**config.mk**
```make
export PLATFORM = sky130hd
export DESIGN_NAME = phy_power_eee_ctrl_flat
export DESIGN_NICKNAME = d
export VERILOG_FILES = /design/src/phy_pwr_pkg.sv /design/src/rgmii_lpi_if.sv /design/src/phy_power_eee_ctrl.sv /design/src/flat_wrapper.sv
export VERILOG_INCLUDE_DIRS = /design/src
export SDC_FILE = /design/constraint.sdc
export NUM_CORES = 1
export LEC_CHECK = 0
export ABC_AREA = 1
export BUFFER_PORTS_ARGS = -buffer_cell sky130_fd_sc_hd__buf_2
export CORE_MARGIN = 2
export CORE_UTILIZATION = 56
export CTS_BUF_LIST = sky130_fd_sc_hd__clkbuf_4 sky130_fd_sc_hd__clkbuf_8
export CTS_CLUSTER_DIAMETER = 30
export DETAILED_ROUTE_END_ITERATION = 8
export GPL_TIMING_DRIVEN = 0
export HOLD_SLACK_MARGIN = 0.03
export MAX_ROUTING_LAYER = met4
export PLACE_DENSITY_LB_ADDON = 0.25
export SYNTH_ARGS = -nofsm -noshare
export SYNTH_HDL_FRONTEND = slang
export SYNTH_SLANG_ARGS = --single-unit
```
**constraint.sdc**
```tcl
create_clock -name sys_clk -period 2.63 [get_ports sys_clk]
set_clock_uncertainty 0.15 [all_clocks]
set_input_delay 0.1315 -clock sys_clk [delete_from_list [all_inputs] [get_ports sys_clk]]
set_output_delay 0.1315 -clock sys_clk [all_outputs]
set_load 0.05 [all_outputs]
```
**src/phy_pwr_consts.svh**
```systemverilog
// timing, pattern and strap constants for power and low-power idle control
`ifndef PHY_PWR_CONSTS_SVH
`define PHY_PWR_CONSTS_SVH

`define SYS_CLK_MHZ        10
`define REFRESH_PERIOD_US  20000
`define REFRESH_BURST_US   200
`define LPI_LO_NIBBLE      4'h1
`define LPI_HI_NIBBLE      4'h0
`define IDLE_NIBBLE        4'h0
`define CPD_STRAP          4'h7
`define LPI_STOP_CYCLES    4'hA
`define TXC_RISE_PH        3'h7
`define TXC_FALL_PH        3'h3
`define TXC_SETUP_RISE_PH  3'h5
`define TXC_SETUP_FALL_PH  3'h1
`define TXC_STOP_PH        3'h4

`endif

```
**src/phy_pwr_pkg.sv**
```systemverilog
// types shared by the power and low-power idle ends
package phy_pwr_pkg;

	typedef enum logic [2:0] {
		PWR_ACTIVE,
		PWR_SPD,
		PWR_SPD_PLL_OFF,
		PWR_OSC_OFF,
		PWR_CHIP_DOWN
	} pwr_state_t;

	typedef logic [3:0] nibble_t;

endpackage : phy_pwr_pkg

```
**src/rgmii_lpi_if.sv**
```systemverilog
// transmit side of the rgmii link between mac and transceiver
`timescale 1ns/1ns
interface rgmii_lpi_if;
	logic       txc;
	logic       tx_ctl;
	logic [3:0] txd;
	logic       clk_stop_ok;

	modport device_end (
		input  txc,
		input  tx_ctl,
		input  txd,
		output clk_stop_ok
	);

	modport mac_end (
		output txc,
		output tx_ctl,
		output txd,
		input  clk_stop_ok
	);
endinterface : rgmii_lpi_if

```
**src/phy_power_eee_ctrl.sv**
```systemverilog
// transceiver end: power-down states and transmit low-power idle detection
`timescale 1ns/1ns
`include "phy_pwr_consts.svh"
module phy_power_eee_ctrl
	import phy_pwr_pkg::*;
#(
	parameter int REFRESH_PERIOD_CYC = `REFRESH_PERIOD_US * `SYS_CLK_MHZ
) (
	// clock, reset, enable
	input  wire logic       sys_clk,
	input  wire logic       rstn,
	input  wire logic       ce,
	// link
	rgmii_lpi_if.device_end link,
	// control bits
	input  wire logic       pd_ctrl,
	input  wire logic       clk_gate_override,
	input  wire logic       pll_disable,
	input  wire logic       oscillator_off,
	input  wire logic       isolate_ctrl,
	input  wire logic       ref_clock_out_en,
	input  wire logic       regulator_ctrl_en_n,
	input  wire logic       negotiation_restart,
	input  wire logic       adv_eee_1000,
	input  wire logic       adv_eee_100,
	input  wire logic       clock_stop_en,
	input  wire logic       speed_1000,
	input  wire logic       rx_lpi_in,
	input  wire logic [3:0] mode_strap,
	// status and clock controls
	output logic            spd_state,
	output logic            chip_powerdown_state,
	output logic            hs_clk_run,
	output logic            pll_on,
	output logic            osc_on,
	output logic            regulator_on,
	output logic            tx_clk_run,
	output logic            rx_clk_run,
	output logic            ref_clock_out_pin,
	output logic            mgmt_std_ok,
	output logic            mgmt_mmd_ok,
	output logic            mgmt_mmd1_ok,
	output logic            full_reset,
	output logic            eee_enabled,
	output logic            tx_lpi,
	output logic            rx_lpi,
	output logic            refresh_active
);
	localparam int REFRESH_BURST_CYC = `REFRESH_BURST_US * `SYS_CLK_MHZ;

	pwr_state_t state;
	pwr_state_t next_state;
	logic       strap_done;
	logic       in_spd;
	logic       keep_clk;
	logic [5:0] pin_s1;
	logic [5:0] pin_s2;
	logic       txc_d;
	logic       rise;
	logic       fall;
	logic       en_r;
	logic [3:0] lo_r;
	logic       lpi_now;
	logic [17:0] ref_cnt;

	function automatic logic lpi_rise(input logic ctl, input nibble_t n);
		lpi_rise = !ctl && (n == `LPI_LO_NIBBLE);
	endfunction : lpi_rise

	// power state sequencing
	always_comb begin
		next_state = state;
		case (state)
			PWR_ACTIVE: begin
				if (!strap_done && mode_strap == `CPD_STRAP) begin
					next_state = PWR_CHIP_DOWN;
				end else if (pd_ctrl) begin
					next_state = pll_disable ? PWR_SPD_PLL_OFF : PWR_SPD;
				end
			end
			PWR_SPD: begin
				if (!pd_ctrl) begin
					next_state = PWR_ACTIVE;
				end
			end
			PWR_SPD_PLL_OFF: begin
				if (oscillator_off) begin
					next_state = PWR_OSC_OFF;
				end else if (!pd_ctrl) begin
					next_state = PWR_ACTIVE;
				end
			end
			PWR_OSC_OFF: begin
				next_state = PWR_OSC_OFF;
			end
			PWR_CHIP_DOWN: begin
				next_state = PWR_CHIP_DOWN;
			end
			default: begin
				next_state = PWR_ACTIVE;
			end
		endcase
	end

	always_ff @(posedge sys_clk) begin
		if (!rstn) begin
			state      <= PWR_ACTIVE;
			strap_done <= 1'b0;
			full_reset <= 1'b0;
		end else if (ce) begin
			state      <= next_state;
			strap_done <= 1'b1;
			full_reset <= (state == PWR_SPD_PLL_OFF) && (next_state == PWR_ACTIVE);
		end
	end

	assign in_spd   = (state == PWR_SPD) || (state == PWR_SPD_PLL_OFF)
		|| (state == PWR_OSC_OFF);
	assign keep_clk = !in_spd || clk_gate_override;

	// registered clock and access controls
	always_ff @(posedge sys_clk) begin
		if (!rstn) begin
			spd_state            <= 1'b0;
			chip_powerdown_state <= 1'b0;
			hs_clk_run           <= 1'b0;
			pll_on               <= 1'b1;
			osc_on               <= 1'b1;
			regulator_on         <= 1'b1;
			tx_clk_run           <= 1'b0;
			rx_clk_run           <= 1'b0;
			ref_clock_out_pin    <= 1'b0;
			mgmt_std_ok          <= 1'b1;
			mgmt_mmd_ok          <= 1'b0;
			mgmt_mmd1_ok         <= 1'b0;
		end else if (ce) begin
			spd_state            <= in_spd;
			chip_powerdown_state <= (state == PWR_CHIP_DOWN);
			hs_clk_run   <= keep_clk && (state != PWR_CHIP_DOWN);
			pll_on       <= (state == PWR_ACTIVE) || (state == PWR_SPD);
			osc_on       <= (state != PWR_OSC_OFF) && (state != PWR_CHIP_DOWN);
			regulator_on <= !regulator_ctrl_en_n && (state != PWR_CHIP_DOWN);
			tx_clk_run        <= keep_clk && !isolate_ctrl && (state != PWR_CHIP_DOWN);
			rx_clk_run        <= keep_clk && !isolate_ctrl && (state != PWR_CHIP_DOWN);
			ref_clock_out_pin <= keep_clk && ref_clock_out_en && (state != PWR_CHIP_DOWN);
			mgmt_std_ok  <= (state != PWR_OSC_OFF) && (state != PWR_CHIP_DOWN);
			mgmt_mmd_ok  <= (state == PWR_ACTIVE)
				|| ((state == PWR_SPD || state == PWR_SPD_PLL_OFF) && clk_gate_override);
			mgmt_mmd1_ok <= (state == PWR_ACTIVE);
		end
	end

	// eee on from reset, follows advertisement on restart
	always_ff @(posedge sys_clk) begin
		if (!rstn) begin
			eee_enabled <= 1'b1;
		end else if (ce && negotiation_restart) begin
			eee_enabled <= adv_eee_1000 || adv_eee_100;
		end
	end

	// link pins: two-flop synchroniser
	always_ff @(posedge sys_clk) begin
		if (!rstn) begin
			pin_s1 <= 6'h00;
			pin_s2 <= 6'h00;
			txc_d  <= 1'b0;
		end else if (ce) begin
			pin_s1 <= {link.txc, link.tx_ctl, link.txd};
			pin_s2 <= pin_s1;
			txc_d  <= pin_s2[5];
		end
	end

	assign rise = pin_s2[5] && !txc_d;
	assign fall = !pin_s2[5] && txc_d;

	// enable and low nibble on rise, rest on fall
	// 100 mbps ignores the falling nibble
	always_ff @(posedge sys_clk) begin
		if (!rstn) begin
			en_r <= 1'b0;
			lo_r <= `IDLE_NIBBLE;
		end else if (ce && rise) begin
			en_r <= pin_s2[4];
			lo_r <= pin_s2[3:0];
		end
	end

	assign lpi_now = lpi_rise(en_r, lo_r) && pin_s2[4]
		&& (!speed_1000 || pin_s2[3:0] == `LPI_HI_NIBBLE);

	// transmit idle tracked on its own
	// no edges, no change: halted txc stays idle
	always_ff @(posedge sys_clk) begin
		if (!rstn) begin
			tx_lpi <= 1'b0;
		end else if (ce) begin
			if (!eee_enabled || state != PWR_ACTIVE) begin
				tx_lpi <= 1'b0;
			// any changed rising value ends idle at once
			end else if (rise && !lpi_rise(pin_s2[4], pin_s2[3:0])) begin
				tx_lpi <= 1'b0;
			end else if (fall) begin
				tx_lpi <= lpi_now;
			end
		end
	end

	// receive idle from the line side, separate flag
	always_ff @(posedge sys_clk) begin
		if (!rstn) begin
			rx_lpi <= 1'b0;
		end else if (ce) begin
			rx_lpi <= rx_lpi_in && eee_enabled && (state == PWR_ACTIVE);
		end
	end

	// refresh burst then quiet, repeating while idle
	always_ff @(posedge sys_clk) begin
		if (!rstn) begin
			ref_cnt        <= 18'h0_0000;
			refresh_active <= 1'b0;
		end else if (ce) begin
			if (!tx_lpi) begin
				ref_cnt        <= 18'h0_0000;
				refresh_active <= 1'b0;
			end else begin
				if (ref_cnt == 18'(REFRESH_PERIOD_CYC - 1)) begin
					ref_cnt <= 18'h0_0000;
				end else begin
					ref_cnt <= ref_cnt + 18'h0_0001;
				end
				refresh_active <= (ref_cnt < 18'(REFRESH_BURST_CYC))
					&& (ref_cnt != 18'(REFRESH_PERIOD_CYC - 1));
			end
		end
	end

	always_ff @(posedge sys_clk) begin
		if (!rstn) begin
			link.clk_stop_ok <= 1'b0;
		end else if (ce) begin
			link.clk_stop_ok <= clock_stop_en && eee_enabled;
		end
	end

endmodule : phy_power_eee_ctrl

```
**src/flat_wrapper.sv**
```systemverilog
// flat-port wrapper written by rule: the top's interface ports become plain ports
module phy_power_eee_ctrl_flat import phy_pwr_pkg::*;
#(
	parameter int REFRESH_PERIOD_CYC = `REFRESH_PERIOD_US * `SYS_CLK_MHZ
)
  (sys_clk, rstn, ce, pd_ctrl, clk_gate_override, pll_disable, oscillator_off, isolate_ctrl, ref_clock_out_en, regulator_ctrl_en_n, negotiation_restart, adv_eee_1000, adv_eee_100, clock_stop_en, speed_1000, rx_lpi_in, mode_strap, spd_state, chip_powerdown_state, hs_clk_run, pll_on, osc_on, regulator_on, tx_clk_run, rx_clk_run, ref_clock_out_pin, mgmt_std_ok, mgmt_mmd_ok, mgmt_mmd1_ok, full_reset, eee_enabled, tx_lpi, rx_lpi, refresh_active, link_txc, link_tx_ctl, link_txd, link_clk_stop_ok);
  rgmii_lpi_if link_i ();
  input  wire logic sys_clk;
  input  wire logic rstn;
  input  wire logic ce;
  input  wire logic pd_ctrl;
  input  wire logic clk_gate_override;
  input  wire logic pll_disable;
  input  wire logic oscillator_off;
  input  wire logic isolate_ctrl;
  input  wire logic ref_clock_out_en;
  input  wire logic regulator_ctrl_en_n;
  input  wire logic negotiation_restart;
  input  wire logic adv_eee_1000;
  input  wire logic adv_eee_100;
  input  wire logic clock_stop_en;
  input  wire logic speed_1000;
  input  wire logic rx_lpi_in;
  input  wire logic [3:0] mode_strap;
  output logic spd_state;
  output logic chip_powerdown_state;
  output logic hs_clk_run;
  output logic pll_on;
  output logic osc_on;
  output logic regulator_on;
  output logic tx_clk_run;
  output logic rx_clk_run;
  output logic ref_clock_out_pin;
  output logic mgmt_std_ok;
  output logic mgmt_mmd_ok;
  output logic mgmt_mmd1_ok;
  output logic full_reset;
  output logic eee_enabled;
  output logic tx_lpi;
  output logic rx_lpi;
  output logic refresh_active;
  input wire logic [$bits(link_i.txc)-1:0] link_txc;
  input wire logic [$bits(link_i.tx_ctl)-1:0] link_tx_ctl;
  input wire logic [$bits(link_i.txd)-1:0] link_txd;
  output wire logic [$bits(link_i.clk_stop_ok)-1:0] link_clk_stop_ok;
  assign link_i.txc = link_txc;
  assign link_i.tx_ctl = link_tx_ctl;
  assign link_i.txd = link_txd;
  assign link_clk_stop_ok = link_i.clk_stop_ok;
  phy_power_eee_ctrl #(.REFRESH_PERIOD_CYC(REFRESH_PERIOD_CYC)) u_core (.sys_clk(sys_clk), .rstn(rstn), .ce(ce), .link(link_i), .pd_ctrl(pd_ctrl), .clk_gate_override(clk_gate_override), .pll_disable(pll_disable), .oscillator_off(oscillator_off), .isolate_ctrl(isolate_ctrl), .ref_clock_out_en(ref_clock_out_en), .regulator_ctrl_en_n(regulator_ctrl_en_n), .negotiation_restart(negotiation_restart), .adv_eee_1000(adv_eee_1000), .adv_eee_100(adv_eee_100), .clock_stop_en(clock_stop_en), .speed_1000(speed_1000), .rx_lpi_in(rx_lpi_in), .mode_strap(mode_strap), .spd_state(spd_state), .chip_powerdown_state(chip_powerdown_state), .hs_clk_run(hs_clk_run), .pll_on(pll_on), .osc_on(osc_on), .regulator_on(regulator_on), .tx_clk_run(tx_clk_run), .rx_clk_run(rx_clk_run), .ref_clock_out_pin(ref_clock_out_pin), .mgmt_std_ok(mgmt_std_ok), .mgmt_mmd_ok(mgmt_mmd_ok), .mgmt_mmd1_ok(mgmt_mmd1_ok), .full_reset(full_reset), .eee_enabled(eee_enabled), .tx_lpi(tx_lpi), .rx_lpi(rx_lpi), .refresh_active(refresh_active));
endmodule
```
==> impl_metrics.env, run 1 <==
export IMPL_totalPowerFinal_mw=1.803
export IMPL_synth_seq_cells=56
export IMPL_ios=44
export IMPL_power_density_mw_per_mm2=555.0
export IMPL_crit_family="buffers and inverters"
export IMPL_grt_max_degree=19
export IMPL_rsz0062_at_grt="false"
export IMPL_crit_buf_inv=5
export IMPL_dp_cells=469
export IMPL_cp_arrival_ns=2.18
export IMPL_synth_top_cell_area_share=0.4207
export IMPL_num_rows=25
export IMPL_routed_wl_um=6295
export IMPL_cts_tree="built"
export IMPL_nets=468
export IMPL_criticalPathCategory="input port to flip-flop"
export IMPL_post_cts_buffers=0
export IMPL_p_clk_frac=0.323
export IMPL_r2r_start="u_core.state[1]"
export IMPL_holdCritPathClass="input port to flip-flop"
export IMPL_cp_start_kind="input port"
export IMPL_ctsLongestPathBuffers=2
export IMPL_yosysSeqAreaShare=0.4207
export IMPL_grt_pass1_vias=2307
export IMPL_fill_cells=398
export IMPL_die_x_um=72.99
export IMPL_synth_edff_count=0
export IMPL_switchingPower_uw=521.0
export IMPL_grt_usage=0.2529
export IMPL_grt_antenna_before_repair=0
export IMPL_final_cell_mix="61 x nand2_1, 59 x nor2_1, 56 x dfxtp_1, 45 x buf_2, 40 x inv_1"
export IMPL_crit_path_frequent_cell="dlygate4sd3_1"
export IMPL_slew_viol_final=0
export IMPL_yosys_warnings=0
export IMPL_drc=0
export IMPL_end_kind="flip-flop"
export IMPL_core_mm2=0.004661
export IMPL_num_vias=2615
export IMPL_whs_ns=0.06509
export IMPL_synth_ff_type="dfxtp_1"
export IMPL_layout_drive_gt1_share=0.2014
export IMPL_wl_per_cell_um=12.69
export IMPL_synth_top_cells_by_area="dfxtp_1 42%, nand2_1 8.6%, nor2_1 8.3%"
export IMPL_period_needed_ns=2.058
export IMPL_intPower_mw=1.282
export IMPL_worstPathRequired_ns=2.75
export IMPL_final_common_cell="nand2_1"
export IMPL_root_buffer="clkbuf_8"
export IMPL_max_cap_violations=0
export IMPL_io_buffers=42
export IMPL_dieArea_mm2=0.005327
export IMPL_die_height_um=72.99
export IMPL_syn_avg_cell_area_um2=7.145
export IMPL_switching_share=0.2890
export IMPL_hp_start="pd_ctrl"
export IMPL_max_slew_margin_rel=0.6280
export IMPL_worstSetupStartpoint="rstn"
export IMPL_path_cells="dlygate4sd3_1 > buf_6 > inv_1 > clkbuf_1 > a21oi_1 > o21ai_0 > dlygate4sd3_1"
export IMPL_synth_nets=400
export IMPL_post_layout_nonfiller_instances=496
export IMPL_finalHoldViolCount=0
export IMPL_drt_iter0_drc=128
export IMPL_finalSetupViolations=0
export IMPL_grt_remaining_overflow=0
export IMPL_path_depth=7
export IMPL_syn2layout_area_growth_pct=21.88
export IMPL_antenna_left=0
export IMPL_syn_instance_count=373
export IMPL_whs_path_depth=5
export IMPL_power_frac_seq=0.508
export IMPL_max_freq_ghz=0.4859
export IMPL_start_util=0.5718
export IMPL_gp_congestion=0.8742
export IMPL_combPwrFrac=0.168
export IMPL_worst_ir_drop_vdd_mv=0.4061
export IMPL_status="completed"
export IMPL_setup_tns_ns=0
export IMPL_async_flop_share=0
export IMPL_worstRegToRegCells=6
export IMPL_num_antenna_cells=0
export IMPL_timing_final_crit_share=0.7825
export IMPL_netlist_cell_type_count=36
export IMPL_cp_max_fo=10
export IMPL_path_clk_slew_ns=0.11
export IMPL_firstDrtPassIters=4
export IMPL_synth_area_leader_cell="dfxtp_1"
export IMPL_clock_sinks=56
export IMPL_detail_route_vias_per_cell=5.272
export IMPL_cts_buffers=5
export IMPL_clk_latency_ns=0.32
export IMPL_final_util=0.6969
export IMPL_power_leakage_nw=1.445
export IMPL_netlist_area_mm2=0.002665
export IMPL_grt_pass1_wl_um=10140
export IMPL_ctsHtreeMaxLevel=2
export IMPL_critPathMaxStageDelay_ns=0.56
export IMPL_place_hpwl_um=4237
export IMPL_worst_slew_pin_slew_ns=0.5580
export IMPL_cp_slowest_cell="dlygate4sd3_1"
## routing by layer
layer	vias up	GRT usage	routed length (um)
met5	-	-	0
met4	0	0.1235	171
met2	74	0.4164	3034
li1	1324	-	-
met1	1201	0.2969	2835
met3	16	0.04420	254
## through the flow
stage | cell area, um^2 | setup WS [ns]
2_1_floorplan | 2665 | 1.113
3_3_place_gp | 2943 | 1.003
3_5_place_dp | 2943 | 0.9891
4_1_cts | 3248 | 0.6318
5_1_grt | 3248 | 0.5311
6_report | 3248 | 0.5720
## worst min-delay path: stages
cell and delay, ns:
buf_2 0.12, o21ai_0 0.08, nand3_1 0.07, o21ai_0 0.06, inv_1 0.05
## registers in the layout (all words and copies together), names as in the netlist, 3 cells and up
register and cells:
u_core.lo_r 4, u_core.ref_cnt 18, u_core.pin_s1 6, u_core.pin_s2 6, u_core.state 3
## power by group through the flow
| stage | Clock, mW | Sequential [mW] | Combinational (mW) |
|---|---|---|---|
| floorplan | 0 | 0.989 | 0.144 |
| global placement | 0 | 0.932 | 0.270 |
| detailed placement | 0 | 0.934 | 0.274 |
| CTS | 0.594 | 0.914 | 0.298 |
| global route | 0.620 | 0.921 | 0.330 |
| finish | 0.583 | 0.917 | 0.303 |
## cell type report
type                    count  area [um^2]  share of cell area
plain buffers              14        95.09             0.02928
clock buffers               5        68.82             0.02119
clock inverters             3        46.29             0.01425
inverters                  45        168.9             0.05200
multi-input cells         258         1280              0.3941
flip-flops and latches     56         1121              0.3451
well taps                  54        67.56             0.02080
repair buffers             61        400.4              0.1233
## synthesized netlist by cell type (2+ instances only)
library cell and n:
a21oi_1 26, nand2_2 6, nand4_1 7, nor2_1 59, buf_4 2, xnor2_1 2, dfxtp_1 56, nand2_1 61
buf_6 2, nor3_2 2, nand3_1 21, nor3_1 7, inv_1 40, o21ai_0 34, xor2_1 6, buf_2 3
nand3_2 2, inv_2 5, clkbuf_1 5, nor2_2 11
## final timing paths
check / endpoint / slack (ns)
setup / recovery: u_core.eee_enabled / 0.57
hold / removal: u_core.state[0] / 0.07
setup reg to reg: u_core.rx_lpi / 0.77
hold reg to reg: u_core.lo_r[1] / 0.31
## timing repair
action                                  CTS  global route
endpoints found under the setup margin    0             0
resized for setup                         0             0
hold buffers                             19             0
endpoints found under the hold margin    35             0
## cells by family after synthesis
family / after synthesis / share of synthesized area
and+or+nand+nor: 182 / 0.3164
AOI/OAI and AO/OA: 66 / 0.1291
buffers and inverters: 59 / 0.09906
DFF: 56 / 0.4207
xor gates and xnor gates: 8 / 0.02629
muxes: 1 / 0.003756
adders and majority gates: 1 / 0.004694
No activity file was read; power rests on OpenSTA's default activity.
==> inputs of run 2 (changes only) <==
clock period = 2 ns   (was 2.63 ns; I/O delays follow)
==> impl_metrics.env, run 2 (synthesized netlist as in run 1, its figures left out) <==
export IMPL_layout_drive_gt1_share=0.2130
export IMPL_layout_setup_ws_ns=0.04841
export IMPL_crit_path_frequent_cell="dlygate4sd3_1"
export IMPL_place_hpwl_um=4237
export IMPL_grt_remaining_overflow=0
export IMPL_criticalPathCategory="input port to flip-flop"
export IMPL_worstPathRequired_ns=2.07
export IMPL_final_common_cell="nand2_1"
export IMPL_finalSetupViolations=0
export IMPL_routed_wl_um=6476
export IMPL_num_rows=25
export IMPL_antenna_left=0
export IMPL_crit_buf_inv=4
export IMPL_cts_buffers=5
export IMPL_use_met2=0.4384
export IMPL_worst_slew_pin_slew_ns=0.5167
export IMPL_nets=472
export IMPL_gp_congestion=0.8742
export IMPL_largest_reg_flops=18
export IMPL_syn2layout_area_growth_pct=23.90
export IMPL_post_layout_nonfiller_instances=500
export IMPL_io_buffers=42
export IMPL_reg_top3="u_core.ref_cnt x18, u_core.pin_s1 x6, u_core.pin_s2 x6"
export IMPL_cp_arrival_ns=2.02
export IMPL_grt_util_met3=0.04420
export IMPL_ctsLongestPathBuffers=2
export IMPL_cp_slowest_cell="dlygate4sd3_1"
export IMPL_grt_usage=0.2591
export IMPL_use_met1=0.3064
export IMPL_design_area_mm2=0.003302
export IMPL_fill_cells=388
export IMPL_clock_sinks=56
export IMPL_ios=44
export IMPL_ctsHtreeMaxLevel=2
export IMPL_regMostFlops="u_core.ref_cnt"
export IMPL_period_needed_ns=1.952
export IMPL_drc=0
export IMPL_cts_tree="built"
export IMPL_multi_input_area_mm2=0.001290
export IMPL_grt_pass1_wl_um=10410
export IMPL_grt_busiest_layer="met2"
export IMPL_cp_start_kind="input port"
export IMPL_wl_per_cell_um=12.95
export IMPL_grt_max_degree=19
export IMPL_max_slew_margin_rel=0.6555
export IMPL_worst_ir_drop_vdd_mv=0.5107
export IMPL_timing_final_crit_share=0.9758
export IMPL_final_seq_area_mm2=0.001124
export IMPL_max_cap_violations=0
export IMPL_rsz0062_at_grt="false"
export IMPL_num_vias=2614
export IMPL_drt_iter0_drc=135
export IMPL_final_cell_mix="60 x nand2_1, 58 x nor2_1, 54 x dfxtp_1, 45 x buf_2, 40 x inv_1"
export IMPL_clk_latency_ns=0.32
export IMPL_die_height_um=72.99
export IMPL_power_density_mw_per_mm2=722.9
export IMPL_path_clk_slew_ns=0.11
export IMPL_slew_viol_final=0
export IMPL_die_x_um=72.99
export IMPL_crit_family="buffers and inverters"
export IMPL_core_mm2=0.004661
export IMPL_critPathMaxStageDelay_ns=0.56
export IMPL_num_antenna_cells=0
export IMPL_firstDrtPassIters=4
export IMPL_root_buffer="clkbuf_8"
export IMPL_detail_route_vias_per_cell=5.228
export IMPL_dp_cells=469
export IMPL_max_freq_ghz=0.5124
export IMPL_dieArea_mm2=0.005327
export IMPL_end_kind="flip-flop"
export IMPL_holdCritPathClass="input port to flip-flop"
export IMPL_placed_area_mm2=0.002943
export IMPL_status="completed"
export IMPL_power_leakage_nw=1.464
export IMPL_setup_tns_ns=0
export IMPL_finalHoldViolCount=0
export IMPL_start_util=0.5718
export IMPL_grt_antenna_before_repair=0
export IMPL_path_cells="dlygate4sd3_1 > buf_2 > nor2_1 > dlygate4sd3_1 > o21ai_0 > dlygate4sd3_1"
export IMPL_pre_cts_ws_ns=0.3591
export IMPL_cp_max_fo=1
export IMPL_grt_pass1_vias=2330
run 2: layout make-up:
| cell class | instances | area share |
|---|---|---|
| multi-input cells | 258 | 0.3907 |
| inverters | 45 | 0.05116 |
| clock buffers | 5 | 0.02084 |
| flip-flops and latches | 56 | 0.3403 |
| repair buffers | 65 | 0.1334 |
| plain buffers | 14 | 0.02918 |
| clock inverters | 3 | 0.01402 |
| well taps | 54 | 0.02046 |
run 2: metrics by stage:
stage	power [mW]	hold WS, ns	util
floorplan	1.491	0.06187	-
global route	2.478	0.06441	0.7085
global placement	1.581	0.1515	0.6314
CTS	2.384	0.03089	0.7055
finish	2.387	0.04971	0.7085
detailed placement	1.589	0.1513	0.6314
run 2: routing by layer:
| metal | wire, um | up-vias |
|---|---|---|
| li1 | - | 1336 |
| met1 | 2916 | 1200 |
| met2 | 3177 | 68 |
| met3 | 263 | 10 |
| met4 | 119 | 0 |
| met5 | 0 | - |
run 2: repair_timing:
action / CTS / global route
endpoints found under the hold margin: 35 / 0
setup buffers: 0 / 0
endpoints found under the setup margin: 0 / 4
resized for setup: 0 / 7
hold buffers: 23 / 0
run 2: worst paths after layout:
path	startpoint	cells past startpoint	to	slack (ns)
setup / recovery	adv_eee_1000	6	u_core.eee_enabled	0.05
hold / removal	ce	4	u_core.chip_powerdown_state	0.05
setup reg to reg	u_core.state[0]	8	u_core.state[0]	0.11
hold reg to reg	u_core.lo_r[1]	2	u_core.lo_r[1]	0.31
run 2: power by group:
group | total (mW) | switching, mW | internal (mW) | leakage (nW)
clock network | 0.765 | 0.388 | 0.378 | 0.0548
registers | 1.21 | 0.0376 | 1.17 | 0.460
logic | 0.415 | 0.266 | 0.149 | 0.949
run 2: worst min-delay path, delay by kind of cell:
kind,cells,cell delay (ns)
buffers and inverters,2,0.25
AOI/OAI and AO/OA,1,0.08
and+or+nand+nor,1,0.05
==> inputs of run 3 (changes only) <==
ABC_AREA = 0   (was 1)
==> impl_metrics.env, run 3 <==
export IMPL_detail_route_vias_per_cell=5.585
export IMPL_wl_per_cell_um=13.66
export IMPL_ctsHtreeMaxLevel=2
export IMPL_cts_tree="built"
export IMPL_fill_cells=313
export IMPL_core_mm2=0.004086
export IMPL_multi_input_area_mm2=0.001220
export IMPL_synth_area_leader_cell="dfxtp_1"
export IMPL_end_kind="flip-flop"
export IMPL_routed_wl_um=5436
export IMPL_crit_buf_inv=3
export IMPL_slew_viol_final=0
export IMPL_clk_latency_ns=0.32
export IMPL_intPower_mw=1.624
export IMPL_setup_tns_ns=0
export IMPL_num_antenna_cells=0
export IMPL_switchingPower_uw=555.7
export IMPL_holdCritPathClass="input port to flip-flop"
export IMPL_ios=44
export IMPL_netlist_area_mm2=0.002430
export IMPL_switching_share=0.2549
export IMPL_netlist_cell_type_count=43
export IMPL_finalHoldViolCount=0
export IMPL_syn2layout_area_growth_pct=23.69
export IMPL_die_x_um=69.87
export IMPL_antenna_left=0
export IMPL_cts_buffers=5
export IMPL_worst_ir_drop_vdd_mv=0.5442
export IMPL_cp_arrival_ns=2.00
export IMPL_synth_top_cell_area_share=0.4614
export IMPL_cp_slowest_cell="dlygate4sd3_1"
export IMPL_period_needed_ns=1.927
export IMPL_start_util=0.5946
export IMPL_grt_remaining_overflow=0
export IMPL_path_cells="dlygate4sd3_1 > buf_2 > clkinvlp_4 > a311o_2 > or3b_1 > o31ai_1"
export IMPL_criticalPathCategory="input port to flip-flop"
export IMPL_regMostFlops="u_core.ref_cnt"
export IMPL_drt_iter0_drc=170
export IMPL_finalSetupViolations=0
export IMPL_die_height_um=69.87
export IMPL_cp_start_kind="input port"
export IMPL_num_rows=23
export IMPL_synth_most_common_cell="dfxtp_1"
export IMPL_path_clk_slew_ns=0.10
export IMPL_grt_usage=0.2299
export IMPL_largest_reg_flops=18
export IMPL_firstDrtPassIters=4
export IMPL_status="completed"
export IMPL_power_frac_seq=0.537
export IMPL_async_flop_share=0
export IMPL_dieArea_mm2=0.004882
export IMPL_synth_ff_type="dfxtp_1"
export IMPL_synth_edff_count=0
export IMPL_nets=374
export IMPL_design_area_mm2=0.003005
export IMPL_place_hpwl_um=3702
export IMPL_layout_setup_ws_ns=0.07340
export IMPL_max_freq_ghz=0.5190
export IMPL_final_seq_area_mm2=0.001121
export IMPL_final_common_cell="dfxtp_1"
export IMPL_combPwrFrac=0.124
export IMPL_ctsLongestPathBuffers=2
export IMPL_grt_antenna_before_repair=0
export IMPL_clock_sinks=56
export IMPL_gp_congestion=0.8357
export IMPL_power_leakage_nw=1.228
export IMPL_worstPathRequired_ns=2.08
export IMPL_post_cts_buffers=0
export IMPL_grt_pass1_wl_um=8956
export IMPL_syn_instance_count=281
export IMPL_rsz0062_at_grt="false"
export IMPL_p_clk_frac=0.339
export IMPL_yosys_warnings=0
export IMPL_num_vias=2223
export IMPL_grt_pass1_vias=1941
export IMPL_synth_common_cells="56 x dfxtp_1, 48 x nor2_1, 21 x mux2i_1, 20 x nand2_1, 14 x a21oi_1"
export IMPL_layout_drive_gt1_share=0.1839
export IMPL_final_cell_mix="56 x dfxtp_1, 47 x nor2_1, 45 x buf_2, 21 x mux2i_1, 20 x nand2_1"
export IMPL_timing_final_crit_share=0.9633
export IMPL_placed_area_mm2=0.002703
export IMPL_critPathMaxStageDelay_ns=0.52
export IMPL_crit_family="buffers and inverters"
export IMPL_max_slew_margin_rel=0.6582
export IMPL_worst_slew_pin_slew_ns=0.5128
export IMPL_synth_top_cells_by_area="dfxtp_1 46%, mux2i_1 8.7%, nor2_1 7.4%"
export IMPL_yosysSeqAreaShare=0.4614
export IMPL_grt_max_degree=18
export IMPL_max_cap_violations=0
export IMPL_syn_avg_cell_area_um2=8.647
export IMPL_synth_nets=308
export IMPL_drc=0
export IMPL_root_buffer="clkbuf_8"
export IMPL_power_density_mw_per_mm2=725.3
export IMPL_pre_cts_ws_ns=0.1123
export IMPL_reg_top3="u_core.ref_cnt x18, u_core.pin_s1 x6, u_core.pin_s2 x6"
export IMPL_synth_seq_cells=56
export IMPL_cp_max_fo=9
export IMPL_io_buffers=42
-- run 3: cell count changes after synthesis, sizes merged, moves of 3 or more --
cell    previous run  this run
o21ai             36        12
o22ai              0         3
nor4               0         4
inv               45         6
xor2               6         9
mux2i              1        21
nand3             23        10
nand4b             0         4
nor2              71        48
nand2b             0        10
a21oi             27        14
nand2             69        20
nor2b              0         4
-- run 3: cell type report --
type,count,area share
inverters,7,0.009992
clock inverters,3,0.01415
repair buffers,59,0.1266
well taps,50,0.02082
multi-input cells,202,0.4059
flip-flops and latches,56,0.3730
plain buffers,16,0.02664
clock buffers,5,0.02290
-- run 3: cell families after synthesis --
family,count (synthesis),synth area share
xor gates and xnor gates,12,0.04326
adders and majority gates,1,0.005149
and+or+nand+nor,128,0.2636
muxes,21,0.08651
buffers and inverters,23,0.04223
AOI/OAI and AO/OA,40,0.09785
DFF,56,0.4614
-- run 3: power by group through the flow --
stage,clock network (mW),logic (mW),registers (mW)
2_1_floorplan,0,0.118,1.24
4_1_cts,0.744,0.266,1.17
3_3_place_gp,0,0.237,1.19
3_5_place_dp,0,0.240,1.19
5_1_grt,0.785,0.292,1.17
6_report,0.739,0.271,1.17
-- run 3: timing repair --
action	CTS	global route
hold endpoints to repair	19	0
hold buffers	17	0
gates resized for setup	0	7
endpoints found under the setup margin	0	13
-- run 3: worst min-delay path, cell delays in order --
cell	delay, ns
buf_2	0.11
nor2_1	0.07
o21ai_0	0.07
o21ai_0	0.07
nor3_1	0.04
-- run 3: path summary, 6_finish.rpt --
path	start	cells after the start	end	slack, ns
min	pd_ctrl	5	u_core.state[0]	0.04
max	rstn	6	u_core.ref_cnt[11]	0.07
min reg2reg	u_core.link.clk_stop_ok	2	u_core.link.clk_stop_ok	0.33
max reg2reg	u_core.ref_cnt[0]	6	u_core.ref_cnt[11]	0.13
-- run 3: layer usage --
metal  wire [um]  GRT usage
met1        2526     0.3050
met2        2617     0.3683
met3         235    0.03896
met4          57    0.05769
met5           0          -
-- run 3: metrics by stage --
step | std cells | total power [mW] | utilization | hold WS, ns
CTS | 398 | 2.178 | 0.7303 | 0.03145
global placement | 373 | 1.429 | 0.6614 | 0.1841
finish | 398 | 2.180 | 0.7355 | 0.04031
floorplan | 281 | 1.359 | - | 0.08930
detailed placement | 373 | 1.434 | 0.6614 | 0.1934
global route | 398 | 2.251 | 0.7355 | 0.1029
